**src/verilog/rca_defines.svh**
```systemverilog
// constants shared by the execution datapath: file map, field positions, reset values
`ifndef RCA_DEFINES_SVH
`define RCA_DEFINES_SVH

// file addresses decoded inside the core
`define RCA_FILE_INDIRECT  7'h00
`define RCA_FILE_PCL       7'h02
`define RCA_FILE_STATUS    7'h03
`define RCA_FILE_FSR       7'h04

// status bit positions
`define RCA_ST_CARRY       0
`define RCA_ST_NIBBLE      1
`define RCA_ST_ZERO        2

// instruction word fields
`define RCA_IW_WIDTH       14
`define RCA_CLS_HI         13
`define RCA_CLS_LO         12
`define RCA_OP_HI          11
`define RCA_OP_LO          8
`define RCA_DEST_BIT       7
`define RCA_FADDR_HI       6
`define RCA_LIT_HI         7

// widths and reset values
`define RCA_DATA_WIDTH     8
`define RCA_FADDR_WIDTH    7
`define RCA_PC_WIDTH       11
`define RCA_W_RESET        8'h00
`define RCA_FSR_RESET      8'h00
`define RCA_IR_RESET       14'h0000

`endif

```
**src/verilog/rca_pkg.sv**
```systemverilog
// types of the execution datapath: instruction classes and alu operations
package rca_pkg;

    typedef enum logic [1:0] {
        rca_cls_file = 2'h0,
        rca_cls_none = 2'h1,
        rca_cls_goto = 2'h2,
        rca_cls_lit  = 2'h3
    } rca_class_type;

    typedef enum logic [3:0] {
        rca_op_mov  = 4'h0,
        rca_op_add  = 4'h1,
        rca_op_sub  = 4'h2,
        rca_op_and  = 4'h3,
        rca_op_or   = 4'h4,
        rca_op_xor  = 4'h5,
        rca_op_com  = 4'h6,
        rca_op_inc  = 4'h7,
        rca_op_dec  = 4'h8,
        rca_op_rlf  = 4'h9,
        rca_op_rrf  = 4'ha,
        rca_op_swap = 4'hb,
        rca_op_clr  = 4'hc,
        rca_op_movw = 4'hd
    } rca_op_type;

endpackage : rca_pkg

```
**src/verilog/rca_alu.sv**
```systemverilog
// 8-bit alu: arithmetic, boolean, shift and flag generation
`timescale 1ns/1ps
`default_nettype none
`include "rca_defines.svh"

module rca_alu
    import rca_pkg::*;
(
    // operation and operands
    input  wire logic [3:0] op,
    input  wire logic [7:0] w_operand,
    input  wire logic [7:0] f_operand,
    input  wire logic       carry_in,
    // result and flags
    output logic      [7:0] result,
    output logic            carry_out,
    output logic            nibble_out,
    output logic            zero_out,
    output logic      [2:0] flag_update
);

    logic [8:0] sum9;
    logic [4:0] sum5;

    always_comb begin
        sum9        = {1'b0, f_operand} + {1'b0, w_operand};
        sum5        = {1'b0, f_operand[3:0]} + {1'b0, w_operand[3:0]};
        result      = f_operand;
        carry_out   = carry_in;
        nibble_out  = 1'b0;
        flag_update = 3'h0;
        case (op)
            rca_op_mov: begin
                flag_update[`RCA_ST_ZERO] = 1'b1;
            end
            rca_op_add: begin
                result      = sum9[7:0];
                carry_out   = sum9[8];
                nibble_out  = sum5[4];
                flag_update = 3'h7;
            end
            rca_op_sub: begin
                // add of the inverted w plus one: a set carry means no borrow
                sum9        = {1'b0, f_operand} + {1'b0, ~w_operand} + 9'h001;
                sum5        = {1'b0, f_operand[3:0]} + {1'b0, ~w_operand[3:0]} + 5'h01;
                result      = sum9[7:0];
                carry_out   = sum9[8];
                nibble_out  = sum5[4];
                flag_update = 3'h7;
            end
            rca_op_and: begin
                result = f_operand & w_operand;
                flag_update[`RCA_ST_ZERO] = 1'b1;
            end
            rca_op_or: begin
                result = f_operand | w_operand;
                flag_update[`RCA_ST_ZERO] = 1'b1;
            end
            rca_op_xor: begin
                result = f_operand ^ w_operand;
                flag_update[`RCA_ST_ZERO] = 1'b1;
            end
            rca_op_com: begin
                result = ~f_operand;
                flag_update[`RCA_ST_ZERO] = 1'b1;
            end
            rca_op_inc: begin
                result = f_operand + 8'h01;
                flag_update[`RCA_ST_ZERO] = 1'b1;
            end
            rca_op_dec: begin
                result = f_operand - 8'h01;
                flag_update[`RCA_ST_ZERO] = 1'b1;
            end
            rca_op_rlf: begin
                result    = {f_operand[6:0], carry_in};
                carry_out = f_operand[7];
                flag_update[`RCA_ST_CARRY] = 1'b1;
            end
            rca_op_rrf: begin
                result    = {carry_in, f_operand[7:1]};
                carry_out = f_operand[0];
                flag_update[`RCA_ST_CARRY] = 1'b1;
            end
            rca_op_swap: begin
                result = {f_operand[3:0], f_operand[7:4]};
            end
            rca_op_clr: begin
                result = 8'h00;
                flag_update[`RCA_ST_ZERO] = 1'b1;
            end
            rca_op_movw: begin
                result = w_operand;
            end
            default: begin
                result = f_operand;
            end
        endcase
        zero_out = (result == 8'h00);
    end

endmodule : rca_alu
`default_nettype wire

```
**src/verilog/rca_core.sv**
```systemverilog
// execution core: two-stage fetch/execute pipeline around the 8-bit alu
`timescale 1ns/1ps
`default_nettype none
`include "rca_defines.svh"

// Overview of operation
// - separate program and data buses, used concurrently
// - one 14-bit instruction word per fetch
// - fetch next word while current executes
// - single-cycle execution except program branches
// - pc addresses on-chip program memory only
// - pc, status, fsr file-mapped; direct and indirect
// - 8-bit add, subtract, shift, boolean operations
// - arithmetic is two's complement
// - two operands: w plus file or literal
// - single operand: w or one file
// - w register has no file address
// - flags carry, nibble, zero updated per instruction
// - subtraction carry and nibble flags mean no-borrow
module rca_core
    import rca_pkg::*;
#(
    parameter int PC_WIDTH = `RCA_PC_WIDTH
)(
    // clock and reset
    input  wire logic                   clk,
    input  wire logic                   rst_b,
    // program memory bus
    output logic      [PC_WIDTH-1:0]    prog_addr,
    input  wire logic [13:0]            prog_data,
    // data memory bus
    output logic      [6:0]             data_addr,
    input  wire logic [7:0]             data_rdata,
    output logic      [7:0]             data_wdata,
    output logic                        data_we,
    // observation of core state
    output logic      [7:0]             w_value,
    output logic      [7:0]             status_value,
    output logic                        exec_pulse
);

    typedef struct packed {
        logic [PC_WIDTH-1:0] pc;
        logic [13:0]         ir;
        logic                ir_valid;
        logic [7:0]          w;
        logic [7:0]          fsr;
        logic                carry;
        logic                nibble_borrow_bit;
        logic                zero;
        logic                exec;
    } rca_state_type;

    rca_state_type state_reg;
    rca_state_type state_next;

    // decoded fields of the instruction in execute
    rca_class_type  iclass;
    logic [3:0]     iop;
    logic           idest;
    logic [6:0]     ifile;
    logic [7:0]     ilit;
    logic [6:0]     eff_addr;
    logic           internal_hit;
    logic [7:0]     file_value;

    // alu connections
    logic [7:0]     alu_f;
    logic [7:0]     alu_result;
    logic           alu_carry;
    logic           alu_nibble;
    logic           alu_zero;
    logic [2:0]     alu_update;

    logic           writes_file;
    logic           writes_w;

    // file addresses that the core answers itself rather than the data memory
    function automatic logic is_internal(input logic [6:0] addr);
        is_internal = (addr == `RCA_FILE_PCL) || (addr == `RCA_FILE_STATUS) ||
                      (addr == `RCA_FILE_FSR) || (addr == `RCA_FILE_INDIRECT);
    endfunction : is_internal

    function automatic logic [7:0] pack_status(input rca_state_type st);
        pack_status = 8'h00;
        pack_status[`RCA_ST_CARRY]  = st.carry;
        pack_status[`RCA_ST_NIBBLE] = st.nibble_borrow_bit;
        pack_status[`RCA_ST_ZERO]   = st.zero;
    endfunction : pack_status

    assign iclass = rca_class_type'(state_reg.ir[`RCA_CLS_HI:`RCA_CLS_LO]);
    assign iop    = state_reg.ir[`RCA_OP_HI:`RCA_OP_LO];
    assign idest  = state_reg.ir[`RCA_DEST_BIT];
    assign ifile  = state_reg.ir[`RCA_FADDR_HI:0];
    assign ilit   = state_reg.ir[`RCA_LIT_HI:0];

    // indirect access goes through fsr; fsr pointing at the indirect slot reads zero
    assign eff_addr     = (ifile == `RCA_FILE_INDIRECT) ?
                          state_reg.fsr[6:0] : ifile;
    assign internal_hit = is_internal(eff_addr);

    always_comb begin
        file_value = data_rdata;
        if (eff_addr == `RCA_FILE_PCL) begin
            file_value = state_reg.pc[7:0];
        end else if (eff_addr == `RCA_FILE_STATUS) begin
            file_value = pack_status(state_reg);
        end else if (eff_addr == `RCA_FILE_FSR) begin
            file_value = state_reg.fsr;
        end else if (eff_addr == `RCA_FILE_INDIRECT) begin
            file_value = 8'h00;
        end
    end

    // literal class: two-operand ops take the literal, single-operand ops act on w
    always_comb begin
        alu_f = file_value;
        if (iclass == rca_cls_lit) begin
            unique case (rca_op_type'(iop))
                rca_op_mov, rca_op_add, rca_op_sub,
                rca_op_and, rca_op_or, rca_op_xor: alu_f = ilit;
                default:                           alu_f = state_reg.w;
            endcase
        end
    end

    rca_alu u_alu (
        .op          (iop),
        .w_operand   (state_reg.w),
        .f_operand   (alu_f),
        .carry_in    (state_reg.carry),
        .result      (alu_result),
        .carry_out   (alu_carry),
        .nibble_out  (alu_nibble),
        .zero_out    (alu_zero),
        .flag_update (alu_update)
    );

    // file ops store to file when dest is set, else to w; store-w always goes to file
    assign writes_file = state_reg.ir_valid && (iclass == rca_cls_file) &&
                         (idest || (rca_op_type'(iop) == rca_op_movw));
    assign writes_w    = state_reg.ir_valid && !writes_file &&
                         ((iclass == rca_cls_file) || (iclass == rca_cls_lit));

    // data memory is accessed in the same cycle as the fetch on its own bus
    assign prog_addr  = state_reg.pc;
    assign data_addr  = eff_addr;
    assign data_wdata = alu_result;
    assign data_we    = writes_file && !internal_hit;

    assign w_value      = state_reg.w;
    assign status_value = pack_status(state_reg);
    assign exec_pulse   = state_reg.exec;

    always_comb begin
        state_next = state_reg;
        state_next.exec = state_reg.ir_valid;
        // prefetch the following word while the current one executes
        state_next.pc       = state_reg.pc + 1'b1;
        state_next.ir       = prog_data;
        state_next.ir_valid = 1'b1;
        if (state_reg.ir_valid) begin
            if (writes_w) begin
                state_next.w = alu_result;
            end
            if (writes_file && (eff_addr == `RCA_FILE_FSR)) begin
                state_next.fsr = alu_result;
            end
            if (writes_file && (eff_addr == `RCA_FILE_STATUS)) begin
                state_next.carry             = alu_result[`RCA_ST_CARRY];
                state_next.nibble_borrow_bit = alu_result[`RCA_ST_NIBBLE];
                state_next.zero              = alu_result[`RCA_ST_ZERO];
            end
            // alu flag updates win over a plain store to status, as in a real core
            if ((iclass == rca_cls_file) || (iclass == rca_cls_lit)) begin
                if (alu_update[`RCA_ST_CARRY]) begin
                    state_next.carry = alu_carry;
                end
                if (alu_update[`RCA_ST_NIBBLE]) begin
                    state_next.nibble_borrow_bit = alu_nibble;
                end
                if (alu_update[`RCA_ST_ZERO]) begin
                    state_next.zero = alu_zero;
                end
            end
            if (iclass == rca_cls_goto) begin
                // the prefetched word is stale: drop it, costing one extra cycle
                state_next.pc       = state_reg.ir[PC_WIDTH-1:0];
                state_next.ir_valid = 1'b0;
            end else if (writes_file && (eff_addr == `RCA_FILE_PCL)) begin
                state_next.pc[7:0]  = alu_result;
                state_next.ir_valid = 1'b0;
            end
        end
    end

    always_ff @(posedge clk or negedge rst_b) begin
        if (!rst_b) begin
            state_reg.pc                <= '0;
            state_reg.ir                <= `RCA_IR_RESET;
            state_reg.ir_valid          <= 1'b0;
            state_reg.w                 <= `RCA_W_RESET;
            state_reg.fsr               <= `RCA_FSR_RESET;
            state_reg.carry             <= 1'b0;
            state_reg.nibble_borrow_bit <= 1'b0;
            state_reg.zero              <= 1'b0;
            state_reg.exec              <= 1'b0;
        end else begin
            state_reg <= state_next;
        end
    end

endmodule : rca_core
`default_nettype wire

```
**config.mk**
```make
export PLATFORM = sky130hd
export DESIGN_NAME = rca_core
export DESIGN_NICKNAME = d
export VERILOG_FILES = /design/src/verilog/rca_pkg.sv /design/src/verilog/rca_alu.sv /design/src/verilog/rca_core.sv
export VERILOG_INCLUDE_DIRS = /design/src /design/src/verilog
export SDC_FILE = /design/constraint.sdc
export NUM_CORES = 1
export LEC_CHECK = 0
export ABC_AREA = 1
export BUFFER_PORTS_ARGS = -buffer_cell sky130_fd_sc_hd__buf_4
export CAP_MARGIN = 20
export CORE_MARGIN = 3
export CORE_UTILIZATION = 45
export DETAILED_ROUTE_END_ITERATION = 8
export PLACE_DENSITY = 0.65
export SLEW_MARGIN = 40
export SYNTH_ARGS = -nofsm -noshare
export SYNTH_HDL_FRONTEND = slang
export SYNTH_SLANG_ARGS = --single-unit
```
**constraint.sdc**
```tcl
create_clock -name clk -period 9.3 [get_ports clk]
set_input_delay 0.93 -clock clk [delete_from_list [all_inputs] [get_ports clk]]
set_output_delay 0.93 -clock clk [all_outputs]
set_load 0.05 [all_outputs]
```
==> run metrics <==
RSZ-0062 raised after global routing false; delay-heaviest family, CP simple AND/OR/NAND/NOR gates; Final Max Tran Viols 0; Final Non-Filler Cells 888; slowest cell delay on critical path 0.49 ns; CTS tree done; Via density around 5.6; period utilisation layout 0.632; most frequent cells in the layout nand2_1, inv_1, nor2_1; final setup margin about 3.4 ns; Yosys cell types between 50 and 60; first-pass GRT wire length 24900 um; die area ~12000 um^2; commonest non-fill, non-tap cell in the layout nand2_1; clk sinks 46; data arrival time of the critical path between 4 and 5 ns; EDFF count, synth 0; wirelength, routed 16000 um; Seq cells post-synth 46; CP required roughly 8.4 ns; Remaining DRCs 0; Placed Cells slightly below 900; Die W 108 um; synthesized area per cell 6.61 um^2; DRT Pass-1 Iters 5; leading area contributor after synthesis dfrtp_1; global route overflow 0; initial DRC count just over 400; nets between 800 and 900; Mapped Area 4710 um^2; antenna violations before repair 0; max-cap violations 0; Core Box Area around 10000 um^2; number of post-CTS setup repair buffers 0; largest net degree at the start of global routing 47; post-route minimum period between 5 and 6 ns; Fillers roughly 1000; Power per Cell Area roughly 190 nW/um^2; Mapped Cells about 710; FF-to-FF setup slack 4.49 ns; clk root buf clkbuf_8; Worst setup EP type output pin; share of cells above drive strength 1 0.156; Final setup viols 0; kind of critical path register to output pin; input/output buffers 62; CTS buffer count 5; GRT Resource Usage Total 0.276; via count 4931; leak pwr roughly 2.7 nW; Fmax 0.170 GHz; min-delay worst type register to register; VDD IR max approximately 0.00013 V; Final Hold Fails 0; Layout area overhead 11.6%; Final HPWL DP around 13000 um; register area share after synthesis 0.244; top-area cell type share of the netlist area 0.244; H-tree Lvls 2; Post-CTS Resized 0; Die H between 100 and 150 um; Synth Warn # 0; register area roughly 1200 um^2; area of the multi-input gates 2910 um^2; CTS Hold Bufs 0; pre-CTS setup slack a little under 4 ns; Worst Tran Pin Value between 0.7 and 0.8 ns; WL/cell between 15 and 20 um; CP Max Fanout 12; Clock Path Buffers 2; CP dominant cell by count nand2_1; io pins slightly below 70; clock slew at reported path FFs roughly 0.10 ns; Slowest cell on crit path dfrtp_1; n_diodes 0; max reg flops 11; status finished, final reports clean; ys async rst share 1.00; Final Util 0.528; final setup TNS 0 ns; clk_skew ~0.014 ns; Antenna Nets Post-Route 0; initial core utilization 0.473; routability congestion estimate between 0.9 and 1; WP buf/inv 4; Power Total roughly 1 mW; row count 36; max_slew headroom 0.496; vias in the first global route around 4600; synth top area cells dfrtp_1, nand2_1, ha_1, inv_1, o21ai_0; worst-skew pair later-pin latency between 0.3 and 0.4 ns; Main synth FF type dfrtp_1; Worst Setup Start Kind register
-- routing by layer --
metal	routed length, um	global-route usage
met1	7080	0.395
met2	7250	0.436
met3	1310	0.0388
met4	321	0.0775
met5	0	0
-- stage by stage --
step,area [um^2],hold slack [ns]
after floorplan,4730,0.449
after global placement,5130,0.480
after detailed placement,5140,0.497
after CTS,5260,0.524
after global routing,5260,0.562
final,5260,0.529
-- final timing paths --
kind                               startpoint  cells after the start              end
worst min register to register  state_reg[11]                      2    state_reg[11]
worst min-delay path            state_reg[11]                      2    state_reg[11]
min in group asynchronous               rst_b                      1         ifile[5]
max in group asynchronous               rst_b                      1       w_value[7]
worst max register to register       ifile[1]                     38  status_value[2]
worst max-delay path                 ifile[1]                     30    data_wdata[7]
-- logic make-up after synthesis --
family,count (synthesis),share of synthesized area
flip-flops,46,0.244
XOR/XNOR,8,0.0149
AND/OR/NAND/NOR,318,0.295
AO/OA/AOI/OAI,151,0.192
buffers and inverters,149,0.142
other,1,0.000796
adder cells (fa/ha/maj),40,0.111
-- cell usage after synthesis, types with 2 or more instances --
library cell	n
or2_2	3
a211oi_1	3
o211ai_1	11
xnor2_1	2
nor4_1	2
inv_1	108
clkinv_1	4
o221ai_1	4
buf_4	27
xor2_1	6
o2111ai_1	2
nand3_1	34
dfrtp_1	46
o22ai_1	10
o21ai_2	4
a21o_1	2
fa_1	3
nor2_1	68
nand4_1	7
buf_1	3
or2_0	3
nor2_4	2
o21ai_0	56
ha_1	37
nor3_1	8
inv_2	3
a2111oi_0	4
a21oi_1	34
nand2_1	160
nand2_2	24
nor2_2	3
o311ai_1	2
clkbuf_1	2
o21ai_1	9
-- where the power goes --
part	leakage (nW)	switching, mW	internal [mW]
combinational	2.11	0.393	0.164
sequential	0.526	0.0532	0.232
clock	0.0563	0.0760	0.0820
total	2.69	0.522	0.478
-- final cells by class --
| class | count | area share |
|---|---|---|
| multi-input cells | 522 | 0.554 |
| flip-flops and latches | 46 | 0.219 |
| repair buffers | 64 | 0.0914 |
| inverters | 115 | 0.0821 |
| well taps | 133 | 0.0317 |
| clock buffers | 5 | 0.0131 |
| clock inverters | 3 | 0.00928 |
-- worst min-delay path, cell delays in order, from the launching register on --
cell and delay, ns:
dfrtp_1 0.37, nand2_1 0.06, o21ai_0 0.06
No activity file was read; power rests on OpenSTA's default activity.
